===== config.mk =====
export PLATFORM = sky130hd
export DESIGN_NAME = dcp_ctrl
export DESIGN_NICKNAME = d
export VERILOG_FILES = /design/src/logic/dcp_ctrl.v
export VERILOG_INCLUDE_DIRS = /design/src /design/src/logic
export SDC_FILE = /design/constraint.sdc
export NUM_CORES = 1
export LEC_CHECK = 0
export ABC_AREA = 1
export BUFFER_PORTS_ARGS = -buffer_cell sky130_fd_sc_hd__buf_2
export CAP_MARGIN = 25
export CELL_PAD_IN_SITES_DETAIL_PLACEMENT = 0
export CELL_PAD_IN_SITES_GLOBAL_PLACEMENT = 1
export CORE_MARGIN = 2
export CORE_UTILIZATION = 45
export DETAILED_ROUTE_END_ITERATION = 10
export GPL_TIMING_DRIVEN = 0
export PLACE_DENSITY_LB_ADDON = 0.1
export SLEW_MARGIN = 20
export SYNTH_ARGS = -nofsm -noshare
export SYNTH_HDL_FRONTEND = slang
export SYNTH_SLANG_ARGS = --single-unit

===== constraint.sdc =====
create_clock -name pclk -period 3.4 [get_ports pclk]
set_clock_uncertainty 0.1 [all_clocks]
set_input_delay 0.51 -clock pclk [delete_from_list [all_inputs] [get_ports pclk]]
set_output_delay 0.51 -clock pclk [all_outputs]
set_load 0.03 [all_outputs]

===== src/logic/dcp_map.vh =====
// Contract
// - Full block: 64 two-district steps from page 0
// - Close multi-page program with 81h then 10h
// - At most one block per district
// - Same in-block page bits both districts
// - Step is 80h, 11h, 81h, then 15h/10h
// - Only sequence, status or reset commands meanwhile
// - Block change restarts the whole sequence
// - Copy stays inside one district
// - After 8Ch: address, optional changed bytes only
// - Write protect held high during copy
// - End copy with 8Ch then 10h
// - Between 11h and 81h only status or reset
`ifndef DCP_MAP_VH
`define DCP_MAP_VH

// Register offsets (byte addresses)
`define DCP_REG_CTRL 12'h000
`define DCP_REG_BLK 12'h004
`define DCP_REG_COPY 12'h008
`define DCP_REG_PAGE 12'h00C
`define DCP_REG_DATA 12'h010
`define DCP_REG_STAT 12'h014

// Control fields
`define DCP_CTRL_GO 0
`define DCP_CTRL_OP_LO 1
`define DCP_CTRL_OP_HI 2
`define DCP_CTRL_MOD 3
`define DCP_CTRL_WP 4

// Operations
`define DCP_OP_PROG 2'h0
`define DCP_OP_COPY 2'h1
`define DCP_OP_STAT 2'h2
`define DCP_OP_RST 2'h3

// Command bytes
`define DCP_CMD_SETUP1 8'h80
`define DCP_CMD_DUMMY 8'h11
`define DCP_CMD_SETUP2 8'h81
`define DCP_CMD_CACHE 8'h15
`define DCP_CMD_FINAL 8'h10
`define DCP_CMD_XSTAT 8'h71
`define DCP_CMD_READ1 8'h00
`define DCP_CMD_READ2 8'h30
`define DCP_CMD_DEST 8'h8C
`define DCP_CMD_RESET 8'hFF

// Geometry
`define DCP_PAGES_PER_BLK 7'h40
`define DCP_LAST_PAGE 6'h3F

// Timing: wait before sampling ready/busy after a busy command
`define DCP_TWB_NS 100
`define DCP_CLK_NS 10
`define DCP_TWB_CYC ((`DCP_TWB_NS + `DCP_CLK_NS - 1) / `DCP_CLK_NS)

`endif


===== src/logic/dcp_ctrl.v =====
`timescale 1ns/1ps
`default_nettype none
`include "dcp_map.vh"

module dcp_ctrl #(
  parameter [12:0] PAGE_BYTES = 13'h1000
) (
  input wire pclk,
  input wire presetn,
  input wire psel,
  input wire penable,
  input wire pwrite,
  input wire [11:0] paddr,
  input wire [31:0] pwdata,
  output reg [31:0] prdata,
  output wire pready,
  output wire pslverr,
  output reg ce_n,
  output reg cle,
  output reg ale,
  output reg we_n,
  output reg read_strobe_n,
  output wire wp_n,
  output reg [7:0] io_out,
  output reg io_oe,
  input wire [7:0] io_in,
  input wire ready_busy_out
);

  // Bus cycle kinds
  localparam [2:0] K_NONE = 3'h0;
  localparam [2:0] K_CMD = 3'h1;
  localparam [2:0] K_ADR = 3'h2;
  localparam [2:0] K_DIN = 3'h3;
  localparam [2:0] K_DOUT = 3'h4;
  localparam [2:0] K_WAIT = 3'h5;

  // Sequencer states
  localparam [4:0] S_IDLE = 5'h00;
  localparam [4:0] S_PCMDA = 5'h01;
  localparam [4:0] S_PADDR = 5'h02;
  localparam [4:0] S_PDATA = 5'h03;
  localparam [4:0] S_PCMDB = 5'h04;
  localparam [4:0] S_WAIT = 5'h05;
  localparam [4:0] S_SCMD = 5'h06;
  localparam [4:0] S_SREAD = 5'h07;
  localparam [4:0] S_RCMD = 5'h08;
  localparam [4:0] S_RADDR = 5'h09;
  localparam [4:0] S_RCMD2 = 5'h0A;
  localparam [4:0] S_RDATA = 5'h0B;
  localparam [4:0] S_DCMD = 5'h0C;
  localparam [4:0] S_DADDR = 5'h0D;
  localparam [4:0] S_DDATA = 5'h0E;
  localparam [4:0] S_XCMD = 5'h0F;
  localparam [4:0] S_RST = 5'h10;

  // Busy-wait length in clocks, cut to the counter width on purpose
  localparam integer TWB_FULL = `DCP_TWB_CYC;
  localparam [12:0] TWB_CYC = TWB_FULL[12:0];

  reg [4:0] st_q;
  reg [4:0] ret_q;
  reg [12:0] cnt_q;
  reg [2:0] ph_q;
  reg [5:0] page_q;
  reg [5:0] last_pg_q;
  reg dist_q;
  reg [1:0] op_q;
  reg mod_q;
  reg wp_q;
  reg [9:0] d0_idx_q;
  reg [9:0] d1_idx_q;
  reg [10:0] src_blk_q;
  reg [10:0] dst_blk_q;
  reg [5:0] src_pg_q;
  reg [5:0] dst_pg_q;
  reg [6:0] count_q;
  reg [7:0] fill_q;
  reg [12:0] mod_col_q;
  reg done_q;
  reg err_q;
  reg fail_q;
  reg [7:0] xstat_q;
  reg [7:0] rbyte_q;
  reg [7:0] io_s1_q;
  reg [7:0] io_s2_q;
  reg rb_s1_q;
  reg rb_s2_q;

  reg [2:0] kind;
  reg [7:0] bval;
  reg [12:0] last;
  reg [16:0] row;
  reg [12:0] col;
  reg [7:0] abyte;
  reg [31:0] rdata_d;

  wire busy = (st_q != S_IDLE);
  wire io_act = (kind == K_CMD) || (kind == K_ADR) || (kind == K_DIN) ||
                (kind == K_DOUT);
  wire rd = (kind == K_DOUT);
  wire cyc_done = io_act && (ph_q == (rd ? 3'h5 : 3'h3));
  wire wait_done = (kind == K_WAIT) && (cnt_q >= TWB_CYC) && rb_s2_q;
  wire step = cyc_done || wait_done;
  wire at_last = (cnt_q == last);
  wire wr_acc = psel && penable && pwrite;
  wire go = wr_acc && (paddr == `DCP_REG_CTRL) && pwdata[`DCP_CTRL_GO] &&
            !busy;
  wire [1:0] go_op = pwdata[`DCP_CTRL_OP_HI:`DCP_CTRL_OP_LO];
  // Copy end pages in 7 bits: a run past the block end is caught unless the sum wraps past 127
  wire [6:0] src_end = {1'b0, src_pg_q} + count_q;
  wire [6:0] dst_end = {1'b0, dst_pg_q} + count_q;
  wire copy_bad = (src_blk_q[0] != dst_blk_q[0]) || (count_q == 7'h00) ||
                  (src_end > `DCP_PAGES_PER_BLK) ||
                  (dst_end > `DCP_PAGES_PER_BLK);

  // Protect released for every operation, copy included
  assign wp_n = wp_q | busy;
  assign pready = 1'b1;
  assign pslverr = psel && penable && (paddr != `DCP_REG_CTRL) &&
                   (paddr != `DCP_REG_BLK) && (paddr != `DCP_REG_COPY) &&
                   (paddr != `DCP_REG_PAGE) && (paddr != `DCP_REG_DATA) &&
                   (paddr != `DCP_REG_STAT);

  // Row and column of the current address phase
  always @* begin
    row = 17'h00000;
    col = 13'h0000;
    if (st_q == S_PADDR) begin
      // Even block index in district 0, odd in district 1, same page
      if (dist_q) begin
        row = {d1_idx_q, 1'b1, page_q};
      end else begin
        row = {d0_idx_q, 1'b0, page_q};
      end
    end else if (st_q == S_RADDR) begin
      row = {src_blk_q, src_pg_q + page_q};
    end else if (st_q == S_DADDR) begin
      row = {dst_blk_q, dst_pg_q + page_q};
      col = mod_q ? mod_col_q : 13'h0000;
    end
    case (cnt_q[2:0])
      3'h0: abyte = col[7:0];
      3'h1: abyte = {3'h0, col[12:8]};
      3'h2: abyte = row[7:0];
      3'h3: abyte = row[15:8];
      default: abyte = {7'h00, row[16]};
    endcase
  end

  // What the current state puts on the pins
  always @* begin
    kind = K_NONE;
    bval = 8'h00;
    last = 13'h0000;
    case (st_q)
      S_PCMDA: begin
        kind = K_CMD;
        bval = dist_q ? `DCP_CMD_SETUP2 : `DCP_CMD_SETUP1;
      end
      S_PADDR: begin
        kind = K_ADR;
        bval = abyte;
        last = 13'h0004;
      end
      S_PDATA: begin
        kind = K_DIN;
        bval = fill_q;
        last = PAGE_BYTES - 13'h0001;
      end
      S_PCMDB: begin
        kind = K_CMD;
        if (!dist_q) begin
          bval = `DCP_CMD_DUMMY;
        end else if (page_q == `DCP_LAST_PAGE) begin
          bval = `DCP_CMD_FINAL;
        end else begin
          bval = `DCP_CMD_CACHE;
        end
      end
      S_WAIT: kind = K_WAIT;
      S_SCMD: begin
        kind = K_CMD;
        bval = `DCP_CMD_XSTAT;
      end
      S_SREAD: kind = K_DOUT;
      S_RCMD: begin
        kind = K_CMD;
        bval = `DCP_CMD_READ1;
      end
      S_RADDR: begin
        kind = K_ADR;
        bval = abyte;
        last = 13'h0004;
      end
      S_RCMD2: begin
        kind = K_CMD;
        bval = `DCP_CMD_READ2;
      end
      S_RDATA: begin
        kind = K_DOUT;
        last = PAGE_BYTES - 13'h0001;
      end
      S_DCMD: begin
        kind = K_CMD;
        bval = `DCP_CMD_DEST;
      end
      S_DADDR: begin
        kind = K_ADR;
        bval = abyte;
        last = 13'h0004;
      end
      S_DDATA: begin
        kind = K_DIN;
        bval = fill_q;
      end
      S_XCMD: begin
        kind = K_CMD;
        // Final page of the chain closes it, others keep it cached
        bval = (page_q == last_pg_q) ? `DCP_CMD_FINAL :
               `DCP_CMD_CACHE;
      end
      S_RST: begin
        kind = K_CMD;
        bval = `DCP_CMD_RESET;
      end
      default: kind = K_NONE;
    endcase
  end

  // Pin inputs pass two flops before use
  always @(posedge pclk or negedge presetn) begin
    if (!presetn) begin
      io_s1_q <= 8'h00;
      io_s2_q <= 8'h00;
      rb_s1_q <= 1'b0;
      rb_s2_q <= 1'b0;
    end else begin
      io_s1_q <= io_in;
      io_s2_q <= io_s1_q;
      rb_s1_q <= ready_busy_out;
      rb_s2_q <= rb_s1_q;
    end
  end

  // Strobe engine: writes latch on the rising write strobe at phase 2;
  // reads hold the read strobe low long enough to cover the synchroniser
  always @(posedge pclk or negedge presetn) begin
    if (!presetn) begin
      ph_q <= 3'h0;
      ce_n <= 1'b1;
      cle <= 1'b0;
      ale <= 1'b0;
      we_n <= 1'b1;
      read_strobe_n <= 1'b1;
      io_out <= 8'h00;
      io_oe <= 1'b0;
    end else begin
      ce_n <= !busy;
      if (io_act) begin
        ph_q <= cyc_done ? 3'h0 : ph_q + 3'h1;
        if (ph_q == 3'h0) begin
          cle <= (kind == K_CMD);
          ale <= (kind == K_ADR);
          io_out <= bval;
          io_oe <= !rd;
        end
        we_n <= !(!rd && (ph_q < 3'h2));
        read_strobe_n <= !(rd && (ph_q < 3'h4));
      end else begin
        ph_q <= 3'h0;
        cle <= 1'b0;
        ale <= 1'b0;
        we_n <= 1'b1;
        read_strobe_n <= 1'b1;
        io_oe <= 1'b0;
      end
    end
  end

  // Configuration registers, written only while idle
  always @(posedge pclk or negedge presetn) begin
    if (!presetn) begin
      op_q <= 2'h0;
      mod_q <= 1'b0;
      wp_q <= 1'b0;
      d0_idx_q <= 10'h000;
      d1_idx_q <= 10'h000;
      src_blk_q <= 11'h000;
      dst_blk_q <= 11'h000;
      src_pg_q <= 6'h00;
      dst_pg_q <= 6'h00;
      count_q <= 7'h00;
      fill_q <= 8'h00;
      mod_col_q <= 13'h0000;
    end else if (wr_acc && !busy) begin
      // Changing setup mid-run would break the block rules, so hold it
      if (paddr == `DCP_REG_CTRL) begin
        op_q <= go_op;
        mod_q <= pwdata[`DCP_CTRL_MOD];
        wp_q <= pwdata[`DCP_CTRL_WP];
      end else if (paddr == `DCP_REG_BLK) begin
        d0_idx_q <= pwdata[9:0];
        d1_idx_q <= pwdata[25:16];
      end else if (paddr == `DCP_REG_COPY) begin
        src_blk_q <= pwdata[10:0];
        dst_blk_q <= pwdata[26:16];
      end else if (paddr == `DCP_REG_PAGE) begin
        src_pg_q <= pwdata[5:0];
        dst_pg_q <= pwdata[13:8];
        count_q <= pwdata[22:16];
      end else if (paddr == `DCP_REG_DATA) begin
        fill_q <= pwdata[7:0];
        mod_col_q <= pwdata[28:16];
      end
    end
  end

  // Read mux
  always @* begin
    rdata_d = 32'h00000000;
    if (paddr == `DCP_REG_CTRL) begin
      rdata_d = {27'h0000000, wp_q, mod_q, op_q, 1'b0};
    end else if (paddr == `DCP_REG_BLK) begin
      rdata_d = {6'h00, d1_idx_q, 6'h00, d0_idx_q};
    end else if (paddr == `DCP_REG_COPY) begin
      rdata_d = {5'h00, dst_blk_q, 5'h00, src_blk_q};
    end else if (paddr == `DCP_REG_PAGE) begin
      rdata_d = {9'h000, count_q, 2'h0, dst_pg_q, 2'h0, src_pg_q};
    end else if (paddr == `DCP_REG_DATA) begin
      rdata_d = {3'h0, mod_col_q, 8'h00, fill_q};
    end else if (paddr == `DCP_REG_STAT) begin
      rdata_d = {2'h0, page_q, rbyte_q, xstat_q, 4'h0, fail_q, err_q,
                 done_q, busy};
    end
  end

  // Read data taken in the setup cycle: it comes from a flop and still
  // stands through the zero-wait access cycle; status is one clock old
  always @(posedge pclk or negedge presetn) begin
    if (!presetn) begin
      prdata <= 32'h00000000;
    end else if (psel && !penable) begin
      prdata <= rdata_d;
    end
  end

  // Sequencer: only the listed commands are ever issued once started
  always @(posedge pclk or negedge presetn) begin
    if (!presetn) begin
      st_q <= S_IDLE;
      ret_q <= S_IDLE;
      cnt_q <= 13'h0000;
      page_q <= 6'h00;
      last_pg_q <= 6'h00;
      dist_q <= 1'b0;
      done_q <= 1'b0;
      err_q <= 1'b0;
      fail_q <= 1'b0;
      xstat_q <= 8'h00;
      rbyte_q <= 8'h00;
    end else if (st_q == S_IDLE) begin
      cnt_q <= 13'h0000;
      if (go) begin
        page_q <= 6'h00;
        dist_q <= 1'b0;
        done_q <= 1'b0;
        err_q <= 1'b0;
        fail_q <= 1'b0;
        if (go_op == `DCP_OP_PROG) begin
          last_pg_q <= `DCP_LAST_PAGE;
          st_q <= S_PCMDA;
        end else if (go_op == `DCP_OP_COPY) begin
          if (copy_bad) begin
            err_q <= 1'b1;
            done_q <= 1'b1;
          end else begin
            last_pg_q <= count_q[5:0] - 6'h01;
            st_q <= S_RCMD;
          end
        end else if (go_op == `DCP_OP_STAT) begin
          st_q <= S_SCMD;
        end else begin
          st_q <= S_RST;
        end
      end
    end else begin
      if (kind == K_WAIT) begin
        cnt_q <= wait_done ? 13'h0000 : cnt_q + 13'h0001;
      end else if (cyc_done) begin
        cnt_q <= at_last ? 13'h0000 : cnt_q + 13'h0001;
      end
      if (cyc_done && (st_q == S_RDATA)) begin
        rbyte_q <= io_s2_q;
      end
      if (step && (at_last || (kind == K_WAIT))) begin
        case (st_q)
          S_PCMDA: st_q <= S_PADDR;
          S_PADDR: st_q <= S_PDATA;
          S_PDATA: st_q <= S_PCMDB;
          S_PCMDB: begin
            st_q <= S_WAIT;
            dist_q <= 1'b1;
            // After the dummy command the next one is the second setup
            ret_q <= dist_q ? S_SCMD : S_PCMDA;
          end
          S_WAIT: st_q <= ret_q;
          S_SCMD: st_q <= S_SREAD;
          S_SREAD: begin
            xstat_q <= io_s2_q;
            if (io_s2_q[0]) begin
              fail_q <= 1'b1;
            end
            dist_q <= 1'b0;
            if ((op_q == `DCP_OP_STAT) || (page_q == last_pg_q)) begin
              st_q <= S_IDLE;
              done_q <= 1'b1;
            end else begin
              page_q <= page_q + 6'h01;
              st_q <= (op_q == `DCP_OP_COPY) ? S_RCMD : S_PCMDA;
            end
          end
          // Later pages already sit in the cache, so skip the load
          S_RCMD: st_q <= (page_q == 6'h00) ? S_RADDR : S_RDATA;
          S_RADDR: st_q <= S_RCMD2;
          S_RCMD2: begin
            st_q <= S_WAIT;
            ret_q <= S_RDATA;
          end
          S_RDATA: st_q <= S_DCMD;
          S_DCMD: st_q <= S_DADDR;
          S_DADDR: st_q <= mod_q ? S_DDATA : S_XCMD;
          S_DDATA: st_q <= S_XCMD;
          S_XCMD: begin
            st_q <= S_WAIT;
            ret_q <= S_SCMD;
          end
          S_RST: begin
            st_q <= S_WAIT;
            ret_q <= S_IDLE;
            done_q <= 1'b1;
          end
          default: st_q <= S_IDLE;
        endcase
      end
    end
  end

endmodule

`default_nettype wire


==> results of run 1 <==
## state kept, by name, summed over array words and instances, names as in the netlist, 5 cells and up
register / count
prdata: 30
dst_blk_q: 11
io_out: 8
mod_col_q: 13
cnt_q: 13
io_s2_q: 8
src_blk_q: 11
page_q: 6
d0_idx_q: 10
d1_idx_q: 10
rbyte_q: 8
xstat_q: 8
dst_pg_q: 6
st_q: 5
io_s1_q: 8
src_pg_q: 6
last_pg_q: 6
fill_q: 8
count_q: 7
## synth_stat cells (all sizes together)
master   number
buf          15
fa            3
o31ai         3
a21boi        2
o2111a        1
a2111oi       1
nand3       113
o221ai        2
a32o          2
dfrtp       202
nor4          4
nand2       409
nor3b         1
o31a          1
o22ai         5
o2111ai       2
and3          1
nor2         91
dfstp         3
o211ai        9
clkbuf       32
o21ai       208
a211oi        4
xnor2         4
a32oi         5
mux2          5
a21oi        53
o21a          2
o21bai        6
xor2         13
clkinv        1
a221oi        8
conb          2
nor3         18
inv         176
nand4        23
ha           29
nand3b        5
mux2i         1
or2           3
a31oi         4
## stage by stage
stage          util [%]  setup slack [ns]  total power [W]  std cells
2_1_floorplan         -             0.494          0.00258       1473
3_3_place_gp       49.1             -1.84          0.00271       1901
3_5_place_dp       49.4            -0.433          0.00272       1903
4_1_cts            53.4            0.0638          0.00563       1958
5_1_grt            53.6            0.0383          0.00575       1959
6_report           53.6             0.230          0.00559       1959
## final cells by class
class | count | area [µm²]
flip-flops and latches | 205 | 5140
fillers | 2489 | 11600
inverters | 177 | 667
clock buffers | 30 | 694
repair buffers | 112 | 671
plain buffers | 47 | 220
multi-input cells | 1044 | 5400
clock inverters | 14 | 209
well taps | 330 | 413
## worst max-delay path: cells and delay by family, from the launching register on
kind                   cells  cell delay, ns
buffers and inverters      2            0.60
flip-flops                 1            0.48
AND/OR/NAND/NOR            4            0.94
## per-layer routing
metal	up-vias	GRT usage (%)
li1	5162	-
met1	5145	41.9
met2	379	48.5
met3	73	4.27
met4	2	10.3
met5	-	0
## logic make-up (layout without fill, tap and decap cells)
logic type	Yosys count	after routing	share of synthesized area (%)
and+or+nand+nor	668	668	25.9
AOI/OAI and AO/OA	318	318	15.6
buffers and inverters	224	380	7.70
DFF	205	205	45.1
adders and majority gates	32	32	3.71
xor gates and xnor gates	17	17	1.31
muxes	6	6	0.582
other	2	3	0.0660
## worst max path at each step
stage / startpoint / endpoint / slack (ns) / cells past startpoint
after floorplan: st_q[1] / io_out[4] / 0.49 / 21
after global placement: presetn / io_s1_q[7] / -1.84 / 1
after detailed placement: st_q[0] / io_out[4] / -0.43 / 20
after CTS: st_q[4] / io_out[4] / 0.06 / 21
after global routing: st_q[0] / io_out[5] / 0.04 / 19
final: st_q[2] / wp_n / 0.23 / 6
## what timing repair did
action,CTS,global route
endpoints found under the hold margin,93,0
setup endpoints to repair,5,2
hold buffers,10,0
buffers inserted,1,1
pin swaps,1,2
gates resized for setup,4,12
## power groups by stage
stage               clock network [W]  logic (W)  registers, W
floorplan                           0  0.0000633       0.00252
global placement                    0   0.000190       0.00252
CTS                           0.00295   0.000209       0.00247
detailed placement                  0   0.000200       0.00252
finish                        0.00291   0.000206       0.00247
global route                  0.00304   0.000228       0.00247
==> summary.md, run 1 <==
| Metric | Value |
|---|---|
| Yosys warns | `0` |
| Final RePlAce weighted congestion | `0.911` |
| Worst R2R End | `io_out[4]` |
| PwrDens | `approximately 420 nW/µm²` |
| Internal | `about 0.0043 W` |
| Seq cells post-synth | `205` |
| Die X | `163 µm` |
| RR Startpoint | `st_q[1]` |
| Area grow syn2layout | `17.8%` |
| Vias/cell | `between 5 and 6` |
| Worst reg2reg setup slack | `0.31 ns` |
| Clock network power share | `52.1%` |
| Peak supply drop | `0.417 mV` |
| Routed Antenna Nets | `0` |
| DRT iter0 DRCs | `roughly 1000` |
| Crit. End Element | `primary output` |
| CP max-delay cell | `dfrtp_1` |
| Met3 routed WL | `around 2400 µm` |
| Count of final setup violators | `0` |
| Final Critical Period | `approximately 3.2 ns` |
| Pleak | `6.84 nW` |
| Sequential share of power | `44.2%` |
| Share of layout cells above drive strength 1 | `between 10% and 20%` |
| Antenna cell count | `0` |
| Clock Latency Late Sink | `0.53 ns` |
| Initial antenna violation count | `1` |
| Mapped Cells | `between 1000 and 1500` |
| WP data required | `around 2.8 ns` |
| Maximum fanout along the worst path | `10` |
| Hold Startpoint | `pwdata[28]` |
| Global-route wire length before repair | `60400 µm` |
| Num Clock Sinks | `approximately 210` |
| Final Instance Area | `approximately 13000 µm²` |
| R2R cell count | `21` |
| Max Used Layer | `met5` |
| Clock root cell | `clkbuf_16` |
| Total congestion overflow | `0` |
| I/O pin count | `107` |
| Vias in the first global route | `10200` |
| Core Box Area | `25000 µm²` |
| Setup TNS | `0 ns` |
| Hold path depth | `2` |
| Residual DRC | `0` |
| P_sw | `0.00124 W` |
| Netlist cell types | `55` |
| Slew headroom | `31.4%` |
| Htree depth | `1` |
| # rows | `58` |
| Die ar. | `26600 µm²` |
| Initial Util | `45.5%` |
| Area leader, netlist | `dfrtp_1` |
| Final Max Slew Viols | `0` |
| Dpl cell area | `12400 µm²` |
| RSZ-0062 raised after global routing | `no` |
| Die height | `between 150 and 200 µm` |
| Worst Path Arrival | `between 2 and 3 ns` |
| Post-DP HPWL | `30200 µm` |
| Clock transition at the registers of the reported paths | `0.06 ns` |
| M1 WL | `17300 µm` |
| Met2 wire len | `18300 µm` |
| Worst-case hold path end point | `mod_col_q[12]` |
| HP Class | `in -> reg` |
| Drt total wl | `39400 µm` |
| Avg WL per Cell | `a little over 20 µm` |
| Pre-antenna DRT Iters | `7` |
| Net count, final | `1701` |
| Gr usage total | `~30%` |
| Max Freq | `315 MHz` |
| Worst slew pin tran | `1.03 ns` |
| Final Hold Viols | `0` |
| Largest net degree at the start of global routing | `about 90` |
| Combinational power share | `approximately 3.7%` |
| Tcrit/Tclk final | `93.2%` |
| Max_cap viols | `0` |
| Synthesized area | `11400 µm²` |
| Switching Fraction | `22.2%` |
| Total CTS buffers | `24` |
| Sequential cell area fraction in the yosys report | `45.1%` |
| Status | `finished, final reports clean` |
| CTS tree | `done` |
| Crit path launch type | `flip-flop` |
| Clock buffer depth | `3` |
| Syn Area/Cell | `7.74 µm²` |
| Routed vias | `approximately 11000` |
| Yosys top cell area share | `44.4%` |
| Hold slack final | `about 0.096 ns` |
| IO Port Bufs | `98` |
| CP peak stage delay | `0.48 ns` |
| Commonest cells after routing, fill and taps aside | `nand2_1 (389), dfrtp_1 (198), o21ai_0 (176), inv_1 (166), nand3_1 (109)` |
| Most common cell after layout, fill and taps aside | `nand2_1` |
| Synth area leaders | `dfrtp_1 (44%), nand2_1 (13%), o21ai_0 (7.8%), inv_1 (5.5%), nand3_1 (4.8%)` |
| Critical path cell sequence | `nor2_2 > nand2_1 > nor2_2 > clkbuf_2 > nand2_1 > buf_2` |
| Crit path kind | `reg -> out` |
No activity file was read; power rests on OpenSTA's default activity.
==> run 2: changes to the inputs <==
--- a/config.mk
+++ b/config.mk
@@ -14,7 +14,6 @@
 export CORE_MARGIN = 2
 export CORE_UTILIZATION = 45
 export DETAILED_ROUTE_END_ITERATION = 10
-export GPL_TIMING_DRIVEN = 0
 export PLACE_DENSITY_LB_ADDON = 0.1
 export SLEW_MARGIN = 20
 export SYNTH_ARGS = -nofsm -noshare
==> constraint.sdc (replaced) <==
create_clock -name pclk -period 3.6 [get_ports pclk]
set_clock_uncertainty 0.1 [all_clocks]
set_input_delay 0.54 -clock pclk [delete_from_list [all_inputs] [get_ports pclk]]
set_output_delay 0.54 -clock pclk [all_outputs]
set_load 0.03 [all_outputs]
==> run 2 against run 1 <==
Effect of this change: worst setup slack improved by 0.22 ns; global-route usage down 1.9 points; final cell count fell by 1.6%; non-clock buffer count fell by 32; final area is 1.9% lower; largest cell class unchanged; worst hold slack got worse by 0.079 ns; clock power down 14%; combinational power decreased by 12%; count of clock-buffer cells in the layout is 4 higher; via count down 3.4%.
==> summary.md, run 2 (synthesized netlist as in run 1, its figures left out) <==
| Metric | Value |
|---|---|
| Status | `finished, final reports clean` |
| Residual DRC | `0 (unchanged)` |
| Total CTS buffers | `24 (unchanged)` |
| Net count, final | `1669 (-1.9%)` |
| CP max-delay cell | `dfrtp_1` |
| Vias/cell | `5.39 (-1.8%)` |
| Die X | `163 µm (unchanged)` |
| CP peak stage delay | `0.46 ns (-0.02 ns)` |
| Gr usage total | `28.2% (-1.9 points)` |
| Avg WL per Cell | `19.2 µm (-4.4%)` |
| Drt total wl | `37100 µm (-5.9%)` |
| Die height | `163 µm (unchanged)` |
| Worst slew pin tran | `0.781 ns (-0.244 ns)` |
| Final Hold Viols | `0 (unchanged)` |
| Total congestion overflow | `0 (unchanged)` |
| Clock buffer depth | `3 (unchanged)` |
| CTS tree | `done` |
| I/O pin count | `107 (unchanged)` |
| Die ar. | `26600 µm² (unchanged)` |
| Final Core Density | `52.5% (-1.0 points)` |
| Routed vias | `10400 (-3.4%)` |
| Clock root cell | `clkbuf_16` |
| Share of layout cells above drive strength 1 | `14.5% (+0.039 points)` |
| Routed Antenna Nets | `0 (unchanged)` |
| Max reg flops | `30 (unchanged)` |
| # Post-CTS Setup Buffers | `0 (-1)` |
| Final-layout fill cell count | `2468 (-0.84%)` |
| Slew headroom | `47.9% (+17 points)` |
| Peak supply drop | `0.400 mV (-4.2%)` |
| Storage cell area | `5130 µm² (about the same)` |
| Crit. End Element | `flip-flop` |
| Largest net degree at the start of global routing | `100 (+12%)` |
| DRT iter0 DRCs | `948 (-6.9%)` |
| Multi-input combinational cell area | `5380 µm² (-0.32%)` |
| Max_cap viols | `0 (unchanged)` |
| Setup TNS | `0 ns (unchanged)` |
| Crit path kind | `reg -> reg` |
| Crit path launch type | `flip-flop` |
| Most common cell after layout, fill and taps aside | `nand2_1` |
| Vias in the first global route | `9776 (-4.4%)` |
| Initial Util | `45.5% (unchanged)` |
| RSZ-0062 raised after global routing | `no` |
| Pleak | `6.76 nW (-1.3%)` |
| R2R cell count | `21 (unchanged)` |
| Pre-antenna DRT Iters | `5 (-2)` |
| Tcrit/Tclk final | `87.4%` |
| WP data required | `3.91 ns (+1.12 ns)` |
| # rows | `58 (unchanged)` |
| Largest Register | `prdata` |
| Count of final setup violators | `0 (unchanged)` |
| Crit path top cell by count | `nand2_1` |
| Num Clock Sinks | `205 (unchanged)` |
| Post-DP HPWL | `28000 µm (-7.5%)` |
| Core Box Area | `25000 µm² (unchanged)` |
| Htree depth | `1 (unchanged)` |
| Global-route wire length before repair | `57200 µm (-5.3%)` |
| Max Freq | `around 320 MHz` |
| Final Critical Period | `approximately 3.1 ns` |
| Regs by FF count | `prdata x30, cnt_q x13, mod_col_q x13` |
| Critical path cell sequence | `inv_2 > nand2_1 > nor2_1 > buf_4 > nand2_1 > o21ai_0 > ha_1 > inv_1 > fa_1 > inv_1 > nand2_1 > a21boi_0 > nor2_1 > nand2_1 > nand3_1 > o211ai_1 > nand3_1 > nand2_1 > nand2_1 > nand2_1 > nand2_1` |
| Commonest cells after routing, fill and taps aside | `nand2_1 (389), dfrtp_1 (202), o21ai_0 (177), inv_1 (166), nand3_1 (109)` |
| IO Port Bufs | `98 (unchanged)` |
| Hold path depth | `1 (-1)` |
| Antenna cell count | `0 (unchanged)` |
| PwrDens | `382 nW/µm² (-8.4%)` |
| Final RePlAce weighted congestion | `0.904 (-0.77%)` |
| Clock transition at the registers of the reported paths | `0.06 ns (about the same)` |
| Worst Path Arrival | `3.46 ns (+0.90 ns)` |
| Final Max Slew Viols | `0 (unchanged)` |
| Post_cts resized | `0 (-4)` |
| Area grow syn2layout | `15.5%` |
| Clock Latency Late Sink | `0.53 ns (about the same)` |
| Initial antenna violation count | `0 (-1)` |
| HP Class | `in -> reg` |
| Maximum fanout along the worst path | `10 (unchanged)` |
[run 2: changes by cell type in the layout (fill, tap and decap cells not counted), sizes merged]
cell	previous run	this run
clkbuf	62	34
buf	117	123
dlygate4sd3	10	4
bufinv	5	2
clkinv	9	7
clkinvlp	1	2
[run 2: path summary, 6_finish.rpt]
kind / from / to / slack, ns
max: st_q[1] / io_out[4] / 0.45
max in group asynchronous: presetn / dst_blk_q[5] / 2.01
min reg2reg: io_s1_q[2] / io_s2_q[2] / 0.25
min in group asynchronous: presetn / done_q / 0.56
max reg2reg: st_q[1] / io_out[4] / 0.45
min: io_in[4] / io_s1_q[4] / 0.02
[run 2: metrics by stage]
step	area [µm²]	std cells	hold slack, ns	total power, W	setup WS (ns)
finish	13200	1927	0.0170	0.00502	0.452
global route	13200	1927	0.00249	0.00518	0.0830
CTS	13200	1927	0.000441	0.00507	0.446
detailed placement	12300	1879	0.236	0.00256	0.482
global placement	12300	1879	0.231	0.00256	0.500
floorplan	11400	1473	0.144	0.00244	0.694
[run 2: report_power, final]
part / internal [W] / leakage, nW / switching (W)
Sequential: 0.00233 / 2.70 / 0.0000109
Clock: 0.00151 / 0.405 / 0.000989
Combinational: 0.0000491 / 3.65 / 0.000132
[run 2: final cells by class]
type,instances,share of cell area (%)
multi-input combinational,1044,40.9
clock buffer,34,5.38
sequential,205,39.0
timing repair buffer,127,5.63
clock inverter,10,0.885
inverter,177,5.05
tap,330,3.14
[run 2: critical path: cells and delay by family (launching register included)]
family	cells	cell delay, ns
AO/OA/AOI/OAI	3	0.43
flip-flops	1	0.46
AND/OR/NAND/NOR	12	0.97
adder cells (fa/ha/maj)	2	0.58
buffers and inverters	4	0.49
[run 2: timing repair]
action                                  in CTS  in global routing
hold buffers                                 4                  0
endpoints found under the hold margin       23                  0
endpoints found under the setup margin       0                  0
[run 2: per-layer routing]
layer / up-vias / routed length (µm) / global-route usage [%]
met1: 4935 / 17100 / 40.6
met5: - / 0 / 0
li1: 5082 / - / -
met3: 47 / 2060 / 3.38
met2: 332 / 17000 / 45.5
met4: 0 / 928 / 7.24
==> run 3: changes to the inputs <==
--- a/config.mk
+++ b/config.mk
@@ -11,10 +11,10 @@
 export CAP_MARGIN = 25
 export CELL_PAD_IN_SITES_DETAIL_PLACEMENT = 0
 export CELL_PAD_IN_SITES_GLOBAL_PLACEMENT = 1
-export CORE_MARGIN = 2
 export CORE_UTILIZATION = 45
+export CTS_CLUSTER_SIZE = 16
 export DETAILED_ROUTE_END_ITERATION = 10
-export PLACE_DENSITY_LB_ADDON = 0.1
+export PLACE_DENSITY = 0.91
 export SLEW_MARGIN = 20
 export SYNTH_ARGS = -nofsm -noshare
 export SYNTH_HDL_FRONTEND = slang
==> run 3 against run 2 <==
Effect of this change: register-to-register slack improved by 0.03 ns; sequential cell count is the same; power down 4.6%; die area fell by 2.4%; sequential power about the same; worst hold slack lost 0.0052 ns; critical path depth fell by 1; clock power fell by 8.8%; final cell count decreased by 0.88%.
==> summary.md, run 3 (synthesized netlist as in run 1, its figures left out) <==
| Metric | Value |
|---|---|
| Count of final setup violators | `0 (unchanged)` |
| Num Clock Sinks | `205 (unchanged)` |
| Final RePlAce weighted congestion | `0.937 (+3.6%)` |
| Met3 routed WL | `1930 µm (-6.6%)` |
| RSZ-0062 raised after global routing | `no` |
| Status | `finished, final reports clean` |
| DRT iter0 DRCs | `1036 (+9.3%)` |
| Most common cell after layout, fill and taps aside | `nand2_1` |
| Max reg flops | `30 (unchanged)` |
| Clock buffer depth | `3 (unchanged)` |
| Vias in the first global route | `10200 (+4.4%)` |
| I/O pin count | `107 (unchanged)` |
| Cell Count, Final, Fillers Out | `1910 (-0.88%)` |
| Tcrit/Tclk final | `86.5% (-0.92 points)` |
| Worst R2R End | `io_out[4]` |
| Gr usage total | `27.9% (-0.29 points)` |
| # rows | `57 (-1.7%)` |
| Total congestion overflow | `0 (unchanged)` |
| Worst reg2reg setup slack | `0.48 ns (+0.03 ns)` |
| Inst Count DP | `1867 (-0.64%)` |
| Hold Startpoint | `io_in[6]` |
| Area grow syn2layout | `14.3%` |
| Crit path kind | `reg -> reg` |
| Setup TNS | `0 ns (unchanged)` |
| HP Class | `in -> reg` |
| Final Max Slew Viols | `0 (unchanged)` |
| Avg WL per Cell | `18.6 µm (-3.1%)` |
| Share of layout cells above drive strength 1 | `14.0% (-0.46 points)` |
| Die X | `161 µm (-1.2%)` |
| Die height | `161 µm (-1.2%)` |
| Clock Latency Late Sink | `0.54 ns (about the same)` |
| Worst slew pin tran | `0.923 ns (+0.142 ns)` |
| Global-route wire length before repair | `56200 µm (-1.8%)` |
| Post-DP HPWL | `26700 µm (-4.5%)` |
| Die ar. | `25900 µm² (-2.4%)` |
| Worst-case hold path end point | `io_s1_q[6]` |
| Final Critical Period | `3.12 ns (-0.0330 ns)` |
| Htree depth | `1 (unchanged)` |
| IO Port Bufs | `98 (unchanged)` |
| Core Box Area | `24500 µm² (-2.0%)` |
| Peak supply drop | `0.379 mV (-5.1%)` |
| Final-layout fill cell count | `2449 (-0.77%)` |
| Commonest cells after routing, fill and taps aside | `nand2_1 (389), dfrtp_1 (202), o21ai_0 (177), inv_1 (166), nand3_1 (109)` |
| Crit path launch type | `flip-flop` |
| Worst Path Arrival | `3.42 ns (-0.04 ns)` |
| Met2 wire len | `16500 µm (-2.7%)` |
| Residual DRC | `0 (unchanged)` |
| Max_cap viols | `0 (unchanged)` |
| Regs by FF count | `prdata x30, cnt_q x13, mod_col_q x13` |
| Crit. End Element | `flip-flop` |
| WP data required | `3.91 ns (about the same)` |
| Slew headroom | `38.1% (-9.8 points)` |
| RR Startpoint | `st_q[1]` |
| Total CTS buffers | `23 (-4.2%)` |
| Max Freq | `321 MHz (+1.1%)` |
| M1 WL | `16000 µm (-6.5%)` |
| Largest Register | `prdata` |
| Largest net degree at the start of global routing | `82 (-18%)` |
| R2R cell count | `20 (-4.8%)` |
| Maximum fanout along the worst path | `22 (+12)` |
| Vias/cell | `5.50 (+2.0%)` |
| Initial Util | `46.4% (+0.93 points)` |
| Final Hold Viols | `0 (unchanged)` |
| Clock transition at the registers of the reported paths | `0.06 ns (about the same)` |
| Hold path depth | `1 (unchanged)` |
| Pre-antenna DRT Iters | `5 (unchanged)` |
| Pleak | `6.68 nW (-1.2%)` |
| Drt total wl | `35600 µm (-3.9%)` |
| Clock root cell | `clkbuf_16` |
| Net count, final | `1662 (-0.42%)` |
| CTS tree | `done` |
| Routed vias | `10500 (+1.1%)` |
| Initial antenna violation count | `0 (unchanged)` |
| PwrDens | `368 nW/µm² (-3.6%)` |
| # Post-CTS Setup Buffers | `0 (unchanged)` |
| Max Used Layer | `met4` |
| Routed Antenna Nets | `0 (unchanged)` |
==> run 3: cell types whose count changed in the layout (fill, tap and decap cells not counted), moves of 2 or more <==
| cell | delta |
|---|---|
| clkinvlp_4 | +2 |
| buf_4 | -7 |
| clkbuf_8 | -4 |
| clkinv_4 | +2 |
| clkbuf_1 | -3 |
==> run 3: power by group <==
part	internal [W]	switching (W)
sequential	0.00233	0.00000902
clock	0.00129	0.000987
combinational	0.0000483	0.000132
==> run 3: repair_timing <==
item / CTS / global route
hold buffers: 4 / 0
hold endpoints to repair: 51 / 0
gates resized for setup: 0 / 0
setup endpoints to repair: 0 / 0
==> run 3: how the worst max path moves through the flow <==
stage,endpoint,slack (ns),cells after the start,from
CTS,io_out[4],0.50,20,st_q[1]
finish,io_out[4],0.48,20,st_q[1]
floorplan,io_out[4],0.69,21,st_q[1]
global placement,io_out[4],0.53,20,st_q[1]
detailed placement,io_out[4],0.53,20,st_q[1]
global route,io_out[4],0.09,20,st_q[1]
==> run 3: critical path, stage by stage (launching register included) <==
cell and delay [ns]:
dfrtp_1 0.47, inv_2 0.10, nand2_1 0.14, nor2_1 0.14, buf_4 0.23, o21ai_0 0.17
ha_1 0.22, inv_1 0.08, fa_1 0.36, inv_1 0.07, nand2_1 0.07, a21boi_0 0.23
nor2_1 0.06, nand2_1 0.06, nand3_1 0.08, o211ai_1 0.09, nand3_1 0.11, nand2_1 0.09
nand2_1 0.05, nand2_1 0.06, nand2_1 0.05
==> run 3: area by class of cell <==
cell class	instances	area, µm²	share of cell area [%]
multi-input cells	1044	5380	41.3
flip-flops and latches	205	5130	39.4
repair buffers	121	707	5.43
inverters	177	664	5.10
clock buffers	25	603	4.63
well taps	324	405	3.11
clock inverters	13	123	0.942
diodes	1	2.50	0.0192
==> run 3: metrics by stage <==
stage               utilization, %  hold slack (ns)  power, W  setup WS, ns  instance area (µm²)
floorplan                        -            0.144   0.00244         0.694                11400
global placement              49.9            0.231   0.00255         0.532                12200
detailed placement            49.9            0.235   0.00255         0.527                12200
CTS                           53.0         0.000197   0.00484         0.498                13000
global route                  53.0          0.00622   0.00493        0.0943                13000
finish                        53.1           0.0117   0.00479         0.485                13000
==> run 3: per-layer routing <==
layer / track usage (%) / vias up
li1: - / 5071
met1: 38.5 / 5010
met2: 45.3 / 362
met3: 3.54 / 64
met4: 9.99 / 0
met5: 0 / -
